**config.mk**
```make
export PLATFORM = sky130hd
export DESIGN_NAME = ccd_decoder
export DESIGN_NICKNAME = d
export VERILOG_FILES = /design/src/ccd_pkg.sv /design/src/ccd_decoder.sv
export SDC_FILE = /design/constraint.sdc
export NUM_CORES = 1
export LEC_CHECK = 0
export ABC_AREA = 1
export BUFFER_PORTS_ARGS = -buffer_cell sky130_fd_sc_hd__buf_2
export CAP_MARGIN = 20
export CORE_AREA = 2 2 85 87
export CTS_BUF_LIST = sky130_fd_sc_hd__clkbuf_8
export DETAILED_ROUTE_END_ITERATION = 7
export DIE_AREA = 0 0 87 89
export PLACE_DENSITY = 0.77
export SYNTH_ARGS = -nofsm -noshare
export SYNTH_HDL_FRONTEND = slang
export SYNTH_SLANG_ARGS = --single-unit
```
**constraint.sdc**
```tcl
create_clock -name clock -period 2.3 [get_ports clock]
set_clock_uncertainty 0.15 [all_clocks]
set_input_delay 0.345 -clock clock [delete_from_list [all_inputs] [get_ports clock]]
set_output_delay 0.345 -clock clock [all_outputs]
set_load 0.02 [all_outputs]
```
**src/ccd_pkg.sv**
```systemverilog
// Constants for the custom co-unit instruction decoder.
// Assumes one 250 MHz clock and a 32-bit AXI4-Lite register bus.
`default_nettype none
package ccd_pkg;
    // Opcode space
    localparam logic [1:0] QUAD_32BIT    = 2'h3;
    localparam logic [6:0] OPC_CUSTOM0   = 7'h0b;
    localparam logic [6:0] OPC_CUSTOM1   = 7'h2b;
    localparam logic [6:0] OPC_CUSTOM2   = 7'h5b;
    localparam logic [6:0] OPC_CUSTOM3   = 7'h7b;
    // Instruction field positions
    localparam int BIT_RESULT_WRITE = 14;
    localparam int BIT_SRC1_READ    = 13;
    localparam int BIT_SRC2_READ    = 12;
    localparam int BIT_ACCUM        = 31;
    localparam int BIT_FLOAT        = 30;
    localparam int BIT_PAIR         = 29;
    localparam int BIT_VEC_MASK     = 31;
    localparam int POS_VEC_RD_SRC   = 29;
    localparam int POS_VEC_OP1_SRC  = 27;
    localparam int POS_VEC_OP2_SRC  = 25;
    // Vector operand source codes
    localparam logic [1:0] VSRC_INT    = 2'h0;
    localparam logic [1:0] VSRC_FLOAT  = 2'h1;
    localparam logic [1:0] VSRC_VECTOR = 2'h2;
    // Register byte addresses
    localparam logic [3:0] ADDR_CONFIG = 4'h0;
    localparam logic [3:0] ADDR_STATUS = 4'h4;
    // Configuration register fields
    localparam int CFG_FLOAT     = 0;
    localparam int CFG_WIDE      = 1;
    localparam int CFG_PAIR_ACC  = 2;
    localparam int CFG_LARGE     = 3;
    localparam int CFG_DOUBLE    = 4;
    localparam int CFG_VECTOR    = 5;
    localparam int CFG_COMPRESS  = 6;
    localparam logic [7:0] CONFIG_RESET = 8'h00;
    localparam int STATUS_WIDTH = 11;
    localparam logic [10:0] STATUS_RESET = 11'h000;
    // AXI responses
    localparam logic [1:0] RESP_OKAY   = 2'h0;
    localparam logic [1:0] RESP_SLVERR = 2'h2;

    typedef struct packed {
        logic [7:0]  cfg_reg;
        logic [10:0] stat_reg;
        logic        aw_got;
        logic        w_got;
        logic [3:0]  waddr;
        logic [7:0]  wbyte;
        logic        wlane0;
        logic        bvalid;
        logic [1:0]  bresp;
        logic        rvalid;
        logic [1:0]  rresp;
        logic [31:0] rdata;
    } ccd_state_s;

    localparam ccd_state_s STATE_RESET = '{
        cfg_reg: CONFIG_RESET, stat_reg: STATUS_RESET,
        aw_got: 1'b0, w_got: 1'b0, waddr: 4'h0, wbyte: 8'h00,
        wlane0: 1'b0, bvalid: 1'b0, bresp: 2'h0, rvalid: 1'b0,
        rresp: 2'h0, rdata: 32'h0000_0000};
endpackage
`default_nettype wire

```
**src/ccd_decoder.sv**
```systemverilog
// Decoder for custom-opcode co-unit instructions, with a config register.
// Assumes instr is stable while instr_valid is high; bus is AXI4-Lite.
//
// Overview of operation
// - Four custom opcode groups hold co-unit instructions
// - Compressed extension claims custom-2 and custom-3
// - Result-write flag enables rd write-back
// - Source-read flags gate rs1 and rs2 reads
// - Bit 31 marks accumulate, rd as third source
// - Bit 30 selects float registers when configured
// - Bit 29 selects register pairs when configured
// - Other funct7 bits and fields are user-defined
// - Float instructions complete via multi-cycle path
// - Small core: float plus pair ignores pair
// - Large core: integer accumulate with pair unsupported
// - Vector cores do not use default decoding
// - Forbidden flag combinations are never asserted
// - Small core without pair-accumulate zeroes accumulate and source-pair flags
// - Without wide operands all pair flags are zero
// - Without float support all float flags are zero
// - Third operand: high half large, dedicated small
// - One-cycle pair write-back only on small core
// - Double float implies pair halves both ways
// - Unmodified decoder applies default field decoding
// - Vector operands: enable and one source flag
// - Vector valid, illegal and mask flags
`default_nettype none
module ccd_decoder (
    input  wire logic        clock,
    input  wire logic        resetn,
    input  wire logic [31:0] instr,
    input  wire logic        instr_valid,
    output logic             is_counit,
    output logic             result_write_flag,
    output logic             src1_enable,
    output logic             src2_enable,
    output logic             src1_float,
    output logic             src2_float,
    output logic             rd_float,
    output logic             src1_pair,
    output logic             src2_pair,
    output logic             rd_pair,
    output logic             rd_accum,
    output logic             illegal,
    output logic             need_multicycle,
    output logic             one_cycle_pair_ok,
    output logic             src3_on_high_half,
    output logic             src3_on_dedicated,
    output logic             issue,
    output logic             raise_exception,
    output logic             vec_op1_enable,
    output logic             vec_op1_from_float,
    output logic             vec_op1_from_int,
    output logic             vec_op1_from_vector,
    output logic             vec_op2_enable,
    output logic             vec_op2_from_float,
    output logic             vec_op2_from_int,
    output logic             vec_op2_from_vector,
    output logic             vec_rd_enable,
    output logic             vec_rd_from_float,
    output logic             vec_rd_from_int,
    output logic             vec_rd_from_vector,
    output logic             vec_masked,
    output logic             vec_valid_op,
    output logic             vec_illegal,
    input  wire logic [31:0] s_axi_awaddr,
    input  wire logic [2:0]  s_axi_awprot,
    input  wire logic        s_axi_awvalid,
    output logic             s_axi_awready,
    input  wire logic [31:0] s_axi_wdata,
    input  wire logic [3:0]  s_axi_wstrb,
    input  wire logic        s_axi_wvalid,
    output logic             s_axi_wready,
    output logic [1:0]       s_axi_bresp,
    output logic             s_axi_bvalid,
    input  wire logic        s_axi_bready,
    input  wire logic [31:0] s_axi_araddr,
    input  wire logic [2:0]  s_axi_arprot,
    input  wire logic        s_axi_arvalid,
    output logic             s_axi_arready,
    output logic [31:0]      s_axi_rdata,
    output logic [1:0]       s_axi_rresp,
    output logic             s_axi_rvalid,
    input  wire logic        s_axi_rready
);
    ccd_pkg::ccd_state_s st_reg;
    ccd_pkg::ccd_state_s st_next;

    logic       cfg_float;
    logic       cfg_wide;
    logic       cfg_pair_acc;
    logic       cfg_large;
    logic       cfg_double;
    logic       cfg_vector;
    logic       cfg_compress;
    logic [6:0] opcode;
    logic       custom_hi;
    logic       bit_float;
    logic       bit_pair;
    logic       scalar_mode;
    logic       pair_raw;
    logic       acc_raw;
    logic       scalar_ilgl;
    logic [1:0] v_op1_src;
    logic [1:0] v_op2_src;
    logic [1:0] v_rd_src;
    logic       v_bad_src;

    assign cfg_float    = st_reg.cfg_reg[ccd_pkg::CFG_FLOAT];
    assign cfg_wide     = st_reg.cfg_reg[ccd_pkg::CFG_WIDE];
    assign cfg_pair_acc = st_reg.cfg_reg[ccd_pkg::CFG_PAIR_ACC];
    assign cfg_large    = st_reg.cfg_reg[ccd_pkg::CFG_LARGE];
    assign cfg_double   = st_reg.cfg_reg[ccd_pkg::CFG_DOUBLE];
    assign cfg_vector   = st_reg.cfg_reg[ccd_pkg::CFG_VECTOR];
    assign cfg_compress = st_reg.cfg_reg[ccd_pkg::CFG_COMPRESS];

    // Scalar decode, combinational from instr and the config register
    assign opcode    = instr[6:0];
    assign custom_hi = (opcode == ccd_pkg::OPC_CUSTOM2)
                     | (opcode == ccd_pkg::OPC_CUSTOM3);
    assign is_counit = (instr[1:0] == ccd_pkg::QUAD_32BIT)
                     & ((opcode == ccd_pkg::OPC_CUSTOM0)
                      | (opcode == ccd_pkg::OPC_CUSTOM1)
                      | (custom_hi & ~cfg_compress));
    assign scalar_mode = is_counit & ~cfg_vector;
    // Funct7 low bits and unused fields are not inspected
    assign result_write_flag = scalar_mode
                             & instr[ccd_pkg::BIT_RESULT_WRITE];
    assign src1_enable = scalar_mode
                       & instr[ccd_pkg::BIT_SRC1_READ];
    assign src2_enable = scalar_mode
                       & instr[ccd_pkg::BIT_SRC2_READ];
    assign bit_float = scalar_mode & cfg_float
                     & instr[ccd_pkg::BIT_FLOAT];
    assign src1_float = bit_float & src1_enable;
    assign src2_float = bit_float & src2_enable;
    assign rd_float   = bit_float & result_write_flag;
    // Float with pair set drops the pair bit unless double forces it
    assign bit_pair = scalar_mode & cfg_wide
                    & (bit_float ? cfg_double
                                 : instr[ccd_pkg::BIT_PAIR]);
    assign acc_raw  = scalar_mode & instr[ccd_pkg::BIT_ACCUM];
    assign pair_raw = bit_pair;
    // Small core without pair-accumulate never raises these
    assign rd_accum  = acc_raw & (cfg_large | cfg_pair_acc);
    // Float operands carry their own halves, so never a pair flag too
    assign src1_pair = pair_raw & src1_enable & ~bit_float
                     & (cfg_large | cfg_pair_acc);
    assign src2_pair = pair_raw & src2_enable & ~bit_float
                     & (cfg_large | cfg_pair_acc);
    // One-cycle rd may not be float, multi-cycle rd may not be pair
    assign rd_pair = pair_raw & result_write_flag & ~bit_float;
    assign need_multicycle = bit_float;
    assign one_cycle_pair_ok = rd_pair & ~cfg_large;
    assign src3_on_high_half = rd_accum & cfg_large;
    assign src3_on_dedicated = rd_accum & ~cfg_large;
    assign scalar_ilgl = scalar_mode & cfg_large & acc_raw
                       & instr[ccd_pkg::BIT_PAIR] & cfg_wide
                       & ~bit_float;

    // Vector decode
    assign v_op1_src = instr[ccd_pkg::POS_VEC_OP1_SRC +: 2];
    assign v_op2_src = instr[ccd_pkg::POS_VEC_OP2_SRC +: 2];
    assign v_rd_src  = instr[ccd_pkg::POS_VEC_RD_SRC +: 2];
    assign vec_op1_enable = is_counit & cfg_vector
                          & instr[ccd_pkg::BIT_SRC1_READ];
    assign vec_op2_enable = is_counit & cfg_vector
                          & instr[ccd_pkg::BIT_SRC2_READ];
    assign vec_rd_enable  = is_counit & cfg_vector
                          & instr[ccd_pkg::BIT_RESULT_WRITE];
    assign vec_op1_from_int    = vec_op1_enable
                               & (v_op1_src == ccd_pkg::VSRC_INT);
    assign vec_op1_from_float  = vec_op1_enable & cfg_float
                               & (v_op1_src == ccd_pkg::VSRC_FLOAT);
    assign vec_op1_from_vector = vec_op1_enable
                               & (v_op1_src == ccd_pkg::VSRC_VECTOR);
    assign vec_op2_from_int    = vec_op2_enable
                               & (v_op2_src == ccd_pkg::VSRC_INT);
    assign vec_op2_from_float  = vec_op2_enable & cfg_float
                               & (v_op2_src == ccd_pkg::VSRC_FLOAT);
    assign vec_op2_from_vector = vec_op2_enable
                               & (v_op2_src == ccd_pkg::VSRC_VECTOR);
    assign vec_rd_from_int     = vec_rd_enable
                               & (v_rd_src == ccd_pkg::VSRC_INT);
    assign vec_rd_from_float   = vec_rd_enable & cfg_float
                               & (v_rd_src == ccd_pkg::VSRC_FLOAT);
    assign vec_rd_from_vector  = vec_rd_enable
                               & (v_rd_src == ccd_pkg::VSRC_VECTOR);
    // An enabled operand with no usable source is illegal
    assign v_bad_src =
        (vec_op1_enable & ~(vec_op1_from_int | vec_op1_from_float
                            | vec_op1_from_vector))
      | (vec_op2_enable & ~(vec_op2_from_int | vec_op2_from_float
                            | vec_op2_from_vector))
      | (vec_rd_enable & ~(vec_rd_from_int | vec_rd_from_float
                           | vec_rd_from_vector));
    assign vec_illegal  = v_bad_src;
    assign vec_valid_op = is_counit & cfg_vector & ~v_bad_src;
    assign vec_masked   = vec_valid_op & instr[ccd_pkg::BIT_VEC_MASK];

    assign illegal = scalar_ilgl | vec_illegal;
    assign issue           = instr_valid & is_counit & ~illegal;
    assign raise_exception = instr_valid & illegal;

    // Register slave and status capture
    always_comb begin
        st_next = st_reg;
        if (instr_valid && is_counit) begin
            st_next.stat_reg = {vec_masked, vec_illegal, vec_valid_op,
                                pair_raw, bit_float, rd_accum,
                                src2_enable, src1_enable,
                                result_write_flag, illegal, is_counit};
        end
        if (s_axi_awvalid && s_axi_awready) begin
            st_next.aw_got = 1'b1;
            st_next.waddr  = s_axi_awaddr[3:0];
        end
        if (s_axi_wvalid && s_axi_wready) begin
            st_next.w_got  = 1'b1;
            st_next.wbyte  = s_axi_wdata[7:0];
            st_next.wlane0 = s_axi_wstrb[0];
        end
        if (st_reg.aw_got && st_reg.w_got && !st_reg.bvalid) begin
            st_next.aw_got = 1'b0;
            st_next.w_got  = 1'b0;
            st_next.bvalid = 1'b1;
            st_next.bresp  = ccd_pkg::RESP_OKAY;
            if (st_reg.waddr == ccd_pkg::ADDR_CONFIG) begin
                if (st_reg.wlane0) begin
                    st_next.cfg_reg = st_reg.wbyte;
                end
            end else if (st_reg.waddr != ccd_pkg::ADDR_STATUS) begin
                st_next.bresp = ccd_pkg::RESP_SLVERR;
            end
        end
        if (st_reg.bvalid && s_axi_bready) begin
            st_next.bvalid = 1'b0;
        end
        if (st_reg.rvalid && s_axi_rready) begin
            st_next.rvalid = 1'b0;
        end
        if (s_axi_arvalid && s_axi_arready) begin
            st_next.rvalid = 1'b1;
            st_next.rresp  = ccd_pkg::RESP_OKAY;
            case (s_axi_araddr[3:0])
                ccd_pkg::ADDR_CONFIG: begin
                    st_next.rdata = {24'h000000, st_reg.cfg_reg};
                end
                ccd_pkg::ADDR_STATUS: begin
                    st_next.rdata = {21'h000000, st_reg.stat_reg};
                end
                default: begin
                    st_next.rdata = 32'h0000_0000;
                    st_next.rresp = ccd_pkg::RESP_SLVERR;
                end
            endcase
        end
    end

    always_ff @(posedge clock or negedge resetn) begin
        if (!resetn) begin
            st_reg <= ccd_pkg::STATE_RESET;
        end else begin
            st_reg <= st_next;
        end
    end

    assign s_axi_awready = !st_reg.aw_got && !st_reg.bvalid;
    assign s_axi_wready  = !st_reg.w_got && !st_reg.bvalid;
    assign s_axi_bvalid  = st_reg.bvalid;
    assign s_axi_bresp   = st_reg.bresp;
    assign s_axi_arready = !st_reg.rvalid;
    assign s_axi_rvalid  = st_reg.rvalid;
    assign s_axi_rdata   = st_reg.rdata;
    assign s_axi_rresp   = st_reg.rresp;
endmodule
`default_nettype wire

```
=== Word-level counts from Yosys, hierarchy flattened ===
Cells that the tools add are included.

* Word-level logic and storage cells: 139
* Bits in registers: 72
* Output and inout bits: 74

* Bitwise gates (word level): 77
* Reductions and logical operators: 25
* Multiplexer cells: 12
* Equality and inequality tests: 13

{| class="wikitable"
|+ Operators with widths
! kind !! number
|-
| $and A1 B1 Y1 || 55
|-
| $mux W35 || 1
|-
| $pmux W11 S2 || 1
|-
| $eq A7 B7 Y1 const B || 2
|-
| $or A1 B1 Y1 || 13
|-
| $logic_and A1 B1 Y1 || 10
|-
| $not A1 Y1 || 9
|-
| $eq A2 B2 Y1 const B || 4
|-
| $logic_not A4 Y1 || 2
|-
| $mux W2 || 4
|-
| $reduce_bool A2 Y1 || 4
|-
| $eq A7 B4 Y1 const B || 1
|-
| $eq A7 B6 Y1 const B || 1
|-
| $eq A2 B1 Y1 const B || 3
|-
| $logic_not A2 Y1 || 3
|-
| $mux W1 || 5
|-
| $eq A4 B3 Y1 const B || 1
|-
| $logic_not A1 Y1 || 4
|-
| $ne A4 B3 Y1 const B || 1
|-
| $mux W3 || 1
|-
| $reduce_and A3 Y1 || 1
|-
| $reduce_or A2 Y1 || 1
|}

=== Logic depth before layout (Yosys ltp) ===
* Depth after elaboration: 18
* Gate-level depth with buffers: 11
* Mapped depth without buffers: 11

=== Worst setup path before layout ===
OpenSTA, ideal clock, no wires.

* Kind: input to output
* Start point: input instr[0]
* End point: output vec_op1_from_vector
* Required time: 1,805 ps
* Cell stages on the path: 8
* Arrival time: 1,884 ps
* Setup slack: -79 ps
* Cells stage by stage: inv_1 -> nor2_1 -> nand3_1 -> nor2_4 -> nand2_1 -> nor2_1 -> inv_1 -> nor3b_1

* Longest elaborated chain between the ends: 8

{| class="wikitable"
|+ Ends and longest elaborated chain
! element !! line !! source
|-
| from (decl) || ccd_decoder.sv:31 || <nowiki>input wire logic [31:0] instr,</nowiki>
|-
| $eq A7 B7 Y1 (on tied branches) || ccd_decoder.sv:119, ccd_decoder.sv:120 ||
|-
| $or A1 B1 Y1 || ccd_decoder.sv:120 || <nowiki>| (opcode == ccd_pkg::OPC_CUSTOM3);</nowiki>
|-
| $and A1 B1 Y1 || ccd_decoder.sv:124 || <nowiki>| (custom_hi & ~cfg_compress));</nowiki>
|-
| $or A1 B1 Y1 || ccd_decoder.sv:124 ||
|-
| $and A1 B1 Y1 (*) || ccd_decoder.sv:122 || <nowiki>& ((opcode == ccd_pkg::OPC_CUSTOM0)</nowiki>
|-
| via is_counit || ccd_decoder.sv:33 || <nowiki>output logic is_counit,</nowiki>
|-
| $and A1 B1 Y1 (*) || ccd_decoder.sv:165 || <nowiki>assign vec_op1_enable = is_counit & cfg_vector</nowiki>
|-
| $and A1 B1 Y1 (*) || ccd_decoder.sv:166 || <nowiki>& instr[ccd_pkg::BIT_SRC1_READ];</nowiki>
|-
| via vec_op1_enable || ccd_decoder.sv:51 || <nowiki>output logic vec_op1_enable,</nowiki>
|-
| $and A1 B1 Y1 (*) || ccd_decoder.sv:176 || <nowiki>& (v_op1_src == ccd_pkg::VSRC_VECTOR);</nowiki>
|-
| to (decl) || ccd_decoder.sv:54 || <nowiki>output logic vec_op1_from_vector,</nowiki>
|}

The timed path passes the listed nets; every way through them passes the cells marked *.

=== Worst setup path after layout ===
* Start point: register st_reg (netlist bit cfg_compress)
* End point: output issue

* Longest elaborated chain between the ends: 17

{| class="wikitable"
|+ Ends and longest elaborated chain
! element !! line !! source
|-
| from (decl) || ccd_decoder.sv:86 || <nowiki>ccd_pkg::ccd_state_s st_reg;</nowiki>
|-
| from (signal assigned) || ccd_decoder.sv:262 || <nowiki>st_reg <= ccd_pkg::STATE_RESET;</nowiki>
|-
| from (signal assigned) || ccd_decoder.sv:264 || <nowiki>st_reg <= st_next;</nowiki>
|-
| $not A1 Y1 (*) || ccd_decoder.sv:124 ||
|-
| $and A1 B1 Y1 (*) || ccd_decoder.sv:124 ||
|-
| $or A1 B1 Y1 (*) || ccd_decoder.sv:124 ||
|-
| $and A1 B1 Y1 (*) || ccd_decoder.sv:122 ||
|-
| $and A1 B1 Y1 || ccd_decoder.sv:165, ccd_decoder.sv:167, ccd_decoder.sv:169 ||
|-
| $and A1 B1 Y1 (on tied branches) || ccd_decoder.sv:166, ccd_decoder.sv:168 ||
|-
| $and A1 B1 Y1 (on tied branches) || ccd_decoder.sv:173, ccd_decoder.sv:179 ||
|-
| $and A1 B1 Y1 (on tied branches) || ccd_decoder.sv:174, ccd_decoder.sv:180 ||
|-
| $or A1 B1 Y1 (on tied branches) || ccd_decoder.sv:191, ccd_decoder.sv:193 ||
|-
| $or A1 B1 Y1 (on tied branches) || ccd_decoder.sv:192, ccd_decoder.sv:194 ||
|-
| $not A1 Y1 (on tied branches) || ccd_decoder.sv:191, ccd_decoder.sv:193 ||
|-
| $and A1 B1 Y1 (on tied branches) || ccd_decoder.sv:191, ccd_decoder.sv:193 ||
|-
| $or A1 B1 Y1 || ccd_decoder.sv:193 || <nowiki>| (vec_op2_enable & ~(vec_op2_from_int | vec_op2_from_float</nowiki>
|-
| $or A1 B1 Y1 || ccd_decoder.sv:195 || <nowiki>| (vec_rd_enable & ~(vec_rd_from_int | vec_rd_from_float</nowiki>
|-
| $or A1 B1 Y1 || ccd_decoder.sv:201 || <nowiki>assign illegal = scalar_ilgl | vec_illegal;</nowiki>
|-
| $not A1 Y1 || ccd_decoder.sv:202 || <nowiki>assign issue = instr_valid & is_counit & ~illegal;</nowiki>
|-
| $and A1 B1 Y1 (*) || ccd_decoder.sv:202 ||
|-
| to (decl) || ccd_decoder.sv:49 || <nowiki>output logic issue,</nowiki>
|}

Mark *: on every way between the ends. The rest lies on a longest branch, timed or not.

==> impl_metrics.env <==
export IMPL_ys_types=33
export IMPL_fin_cells=492
export IMPL_layout_worst_path_cycle_share_pct=99.21
export IMPL_crit_chain="inv_2 > a21oi_2 > nor2_4 > nand2_4 > nor2_4 > nor2_2 > nand2_2 > nand3_2 > inv_2 > buf_6"
export IMPL_critPathSlowestCell="dfrtp_1"
export IMPL_fillers=638
export IMPL_slowest_delay_ns=0.40
export IMPL_initial_core_util_pct=39.94
export IMPL_coreArea_sq_um=6719
export IMPL_crit_path_end_kind="primary output"
export IMPL_htreeDepth=2
export IMPL_io_buffers=91
export IMPL_syn_inst=316
export IMPL_row_count=30
export IMPL_ios=220
export IMPL_cellLeakagePower_nw=1.833
export IMPL_synth_top_area_cell="dfrtp_1"
export IMPL_die_area_sq_um=7743
export IMPL_grt_pass1_vias=2104
export IMPL_place_area_sq_um=3084
export IMPL_numCtsBuffers=5
export IMPL_vias=2344
export IMPL_drt_pass1_iterations=4
export IMPL_routed_wl_microns=6520
export IMPL_path_depth=10
export IMPL_cap_viol_max_count=0
export IMPL_final_max_slew_violation_count=0
export IMPL_clock_latency_ns=0.30
export IMPL_crit_buf_inv=3
export IMPL_tritoncts="built"
export IMPL_numClockSinks=49
export IMPL_diodes=0
export IMPL_largest_register_ffs=27
export IMPL_yosys_top_cells_area="dfrtp_1, buf_4, nand2_1"
export IMPL_tightest_slew_ns=0.6023
export IMPL_drt_iter0_markers=112
export IMPL_drive_gt1_share_pct=41.26
export IMPL_power_density_nw_per_um2=805.7
export IMPL_hold_viol_final=39
export IMPL_reg2reg_depth=6
export IMPL_dp_cells=475
export IMPL_antenna_found_initial=0
export IMPL_clk_path_buf_depth=2
export IMPL_fmax_mhz=438.3
export IMPL_grt_overflow=0
export IMPL_grt_max_degree=50
export IMPL_place_gp_congestion=0.8607
export IMPL_worstPathMaxFanout=7
export IMPL_violations="hold timing"
export IMPL_hpwl_microns=4902
export IMPL_vias_per_cell=4.764
export IMPL_die_x_microns=87
export IMPL_cts_root_buffer="clkbuf_8"
export IMPL_clk_pin_slew_worst_paths_ns=0.08
export IMPL_relSlewSlack_pct=59.85
export IMPL_crit_required_ns=1.80
export IMPL_holdWs_ns=-0.02166
export IMPL_ys_seq_elements=49
export IMPL_fin_nets=557
export IMPL_drtAntennaViolNets=0
export IMPL_synth_seq_area_share_pct=45.69
export IMPL_syn_area_sq_um=2684
export IMPL_drc_errors=0
export IMPL_min_path_type="in -> async"
export IMPL_rsz0062_at_grt="yes"
export IMPL_crit_arrival_ns=1.79
export IMPL_final_period_minus_worst_setup_slack_ns=2.282
export IMPL_peakVddDrop_mv=0.5165
export IMPL_grt_pass1_wl_microns=10210
export IMPL_path_delay_family="simple AND/OR/NAND/NOR gates"
export IMPL_setup_viol=0
export IMPL_path_class="reg -> out"
export IMPL_wl_per_cell_microns=13.25
export IMPL_avgSynthCellArea_sq_um=8.493
export IMPL_cp_start_kind="flop"
export IMPL_synth_top_area_share_pct=45.69
export IMPL_area_delta_synth_final_pct=27.18
export IMPL_ys_warn_count=0
export IMPL_finish_instance_area_sq_um=3413
export IMPL_outcome="finished, violations left"
export IMPL_die_h_microns=89
export IMPL_grt_usage_pct=17.07
## layout by cell type, fill, tap and decap left out, types with 2 or more instances in the layout
cell	Yosys	layout
buf_2	0	79
nor2_2	0	4
o22ai_1	2	2
nor2_4	6	7
o311ai_0	4	4
conb_1	1	23
o21ai_1	2	2
o31ai_1	2	2
nand2_2	1	6
nand4_1	8	8
nor2_1	27	22
clkbuf_8	0	6
inv_2	2	5
a21oi_1	13	12
nand2_1	53	48
nor3_1	11	6
inv_1	50	48
nor3_2	3	8
o21ai_2	7	9
mux2_2	6	6
buf_4	36	23
o21ai_0	16	14
a21oi_2	2	3
dfrtp_1	49	49
buf_6	1	4
## where the power goes
part,internal (mW),switching [mW],total (mW)
clock,0.350,0.275,0.625
combinational,0.311,0.547,0.858
sequential,1.11,0.157,1.27
total,1.77,0.978,2.75
## layer usage
layer | vias to the layer above | track usage [%] | share of wire, % | wire length [microns]
li1 | 1144 | - | - | -
met1 | 1072 | 23.61 | 45 | 2926
met2 | 122 | 27.62 | 46 | 2997
met3 | 6 | 3.509 | 8.3 | 541
met4 | 0 | 4.261 | 0.86 | 56
met5 | - | 0 | 0 | 0
## per-stage QoR
step,util (%),setup TNS [ns],power (mW),setup WS (ns)
after floorplan,-,0,1.860,0.01601
after global placement,45.90,0,2.022,0.1220
after detailed placement,45.90,0,2.059,0.09362
after CTS,48.75,0,2.727,0.007849
after global routing,50.80,-0.7656,2.929,-0.09466
final,50.80,0,2.750,0.01825
## cell usage after synthesis, drive strengths merged
cell type	instances
o311ai	4
nand4	8
a21oi	15
o2111ai	1
nor3b	1
dfrtp	49
nor4	2
inv	52
conb	1
clkbuf	3
o21ai	25
clkinv	1
mux2	6
buf	37
nand3b	1
nor2	33
o22ai	2
nand3	2
nor3	15
nand2	55
or2	1
o31ai	2
## cell type report
cell class / instances / area [sq um] / area share, %
clock buffers: 6 / 82.58 / 2.419
clock inverters: 2 / 33.78 / 0.9897
inverters: 53 / 198.9 / 5.828
multi-input cells: 196 / 1159 / 33.94
flip-flops and latches: 49 / 1226 / 35.92
well taps: 80 / 100.1 / 2.933
repair buffers: 106 / 613.1 / 17.96
## path summary, 6_finish.rpt
kind	startpoint	endpoint	slack, ns
max	cfg_compress$_DFFE_PN0P_	issue	0.02
min	resetn	st_reg[38]$_DFFE_PN0P_	-0.02
max reg2reg	s_axi_bvalid$_DFFE_PN0P_	cfg_double$_DFFE_PN0P_	0.40
min reg2reg	st_reg[53]$_DFFE_PN0P_	st_reg[53]$_DFFE_PN0P_	0.31
max in group asynchronous	resetn	s_axi_rresp[1]$_DFFE_PN0P_	1.61
min in group clock	s_axi_rready	s_axi_rvalid$_DFFE_PN0P_	0.08
## kinds of logic (layout without fill, tap and decap cells)
family	Yosys count	after routing	synth area share [%]
other	1	23	0.1397
muxes	6	6	2.517
DFF	49	49	45.69
AOI/OAI and AO/OA	49	49	11.38
and+or+nand+nor	118	118	21.96
buffers and inverters	93	167	18.32
## timing repair
item / CTS / global route
pin swaps: 5 / 10
hold buffers: 0 / 0
cloned: 0 / 0
gates resized for setup: 11 / 33
setup endpoints to repair: 18 / 17
setup buffers: 5 / 4
Power figures use the tool's default switching activity.
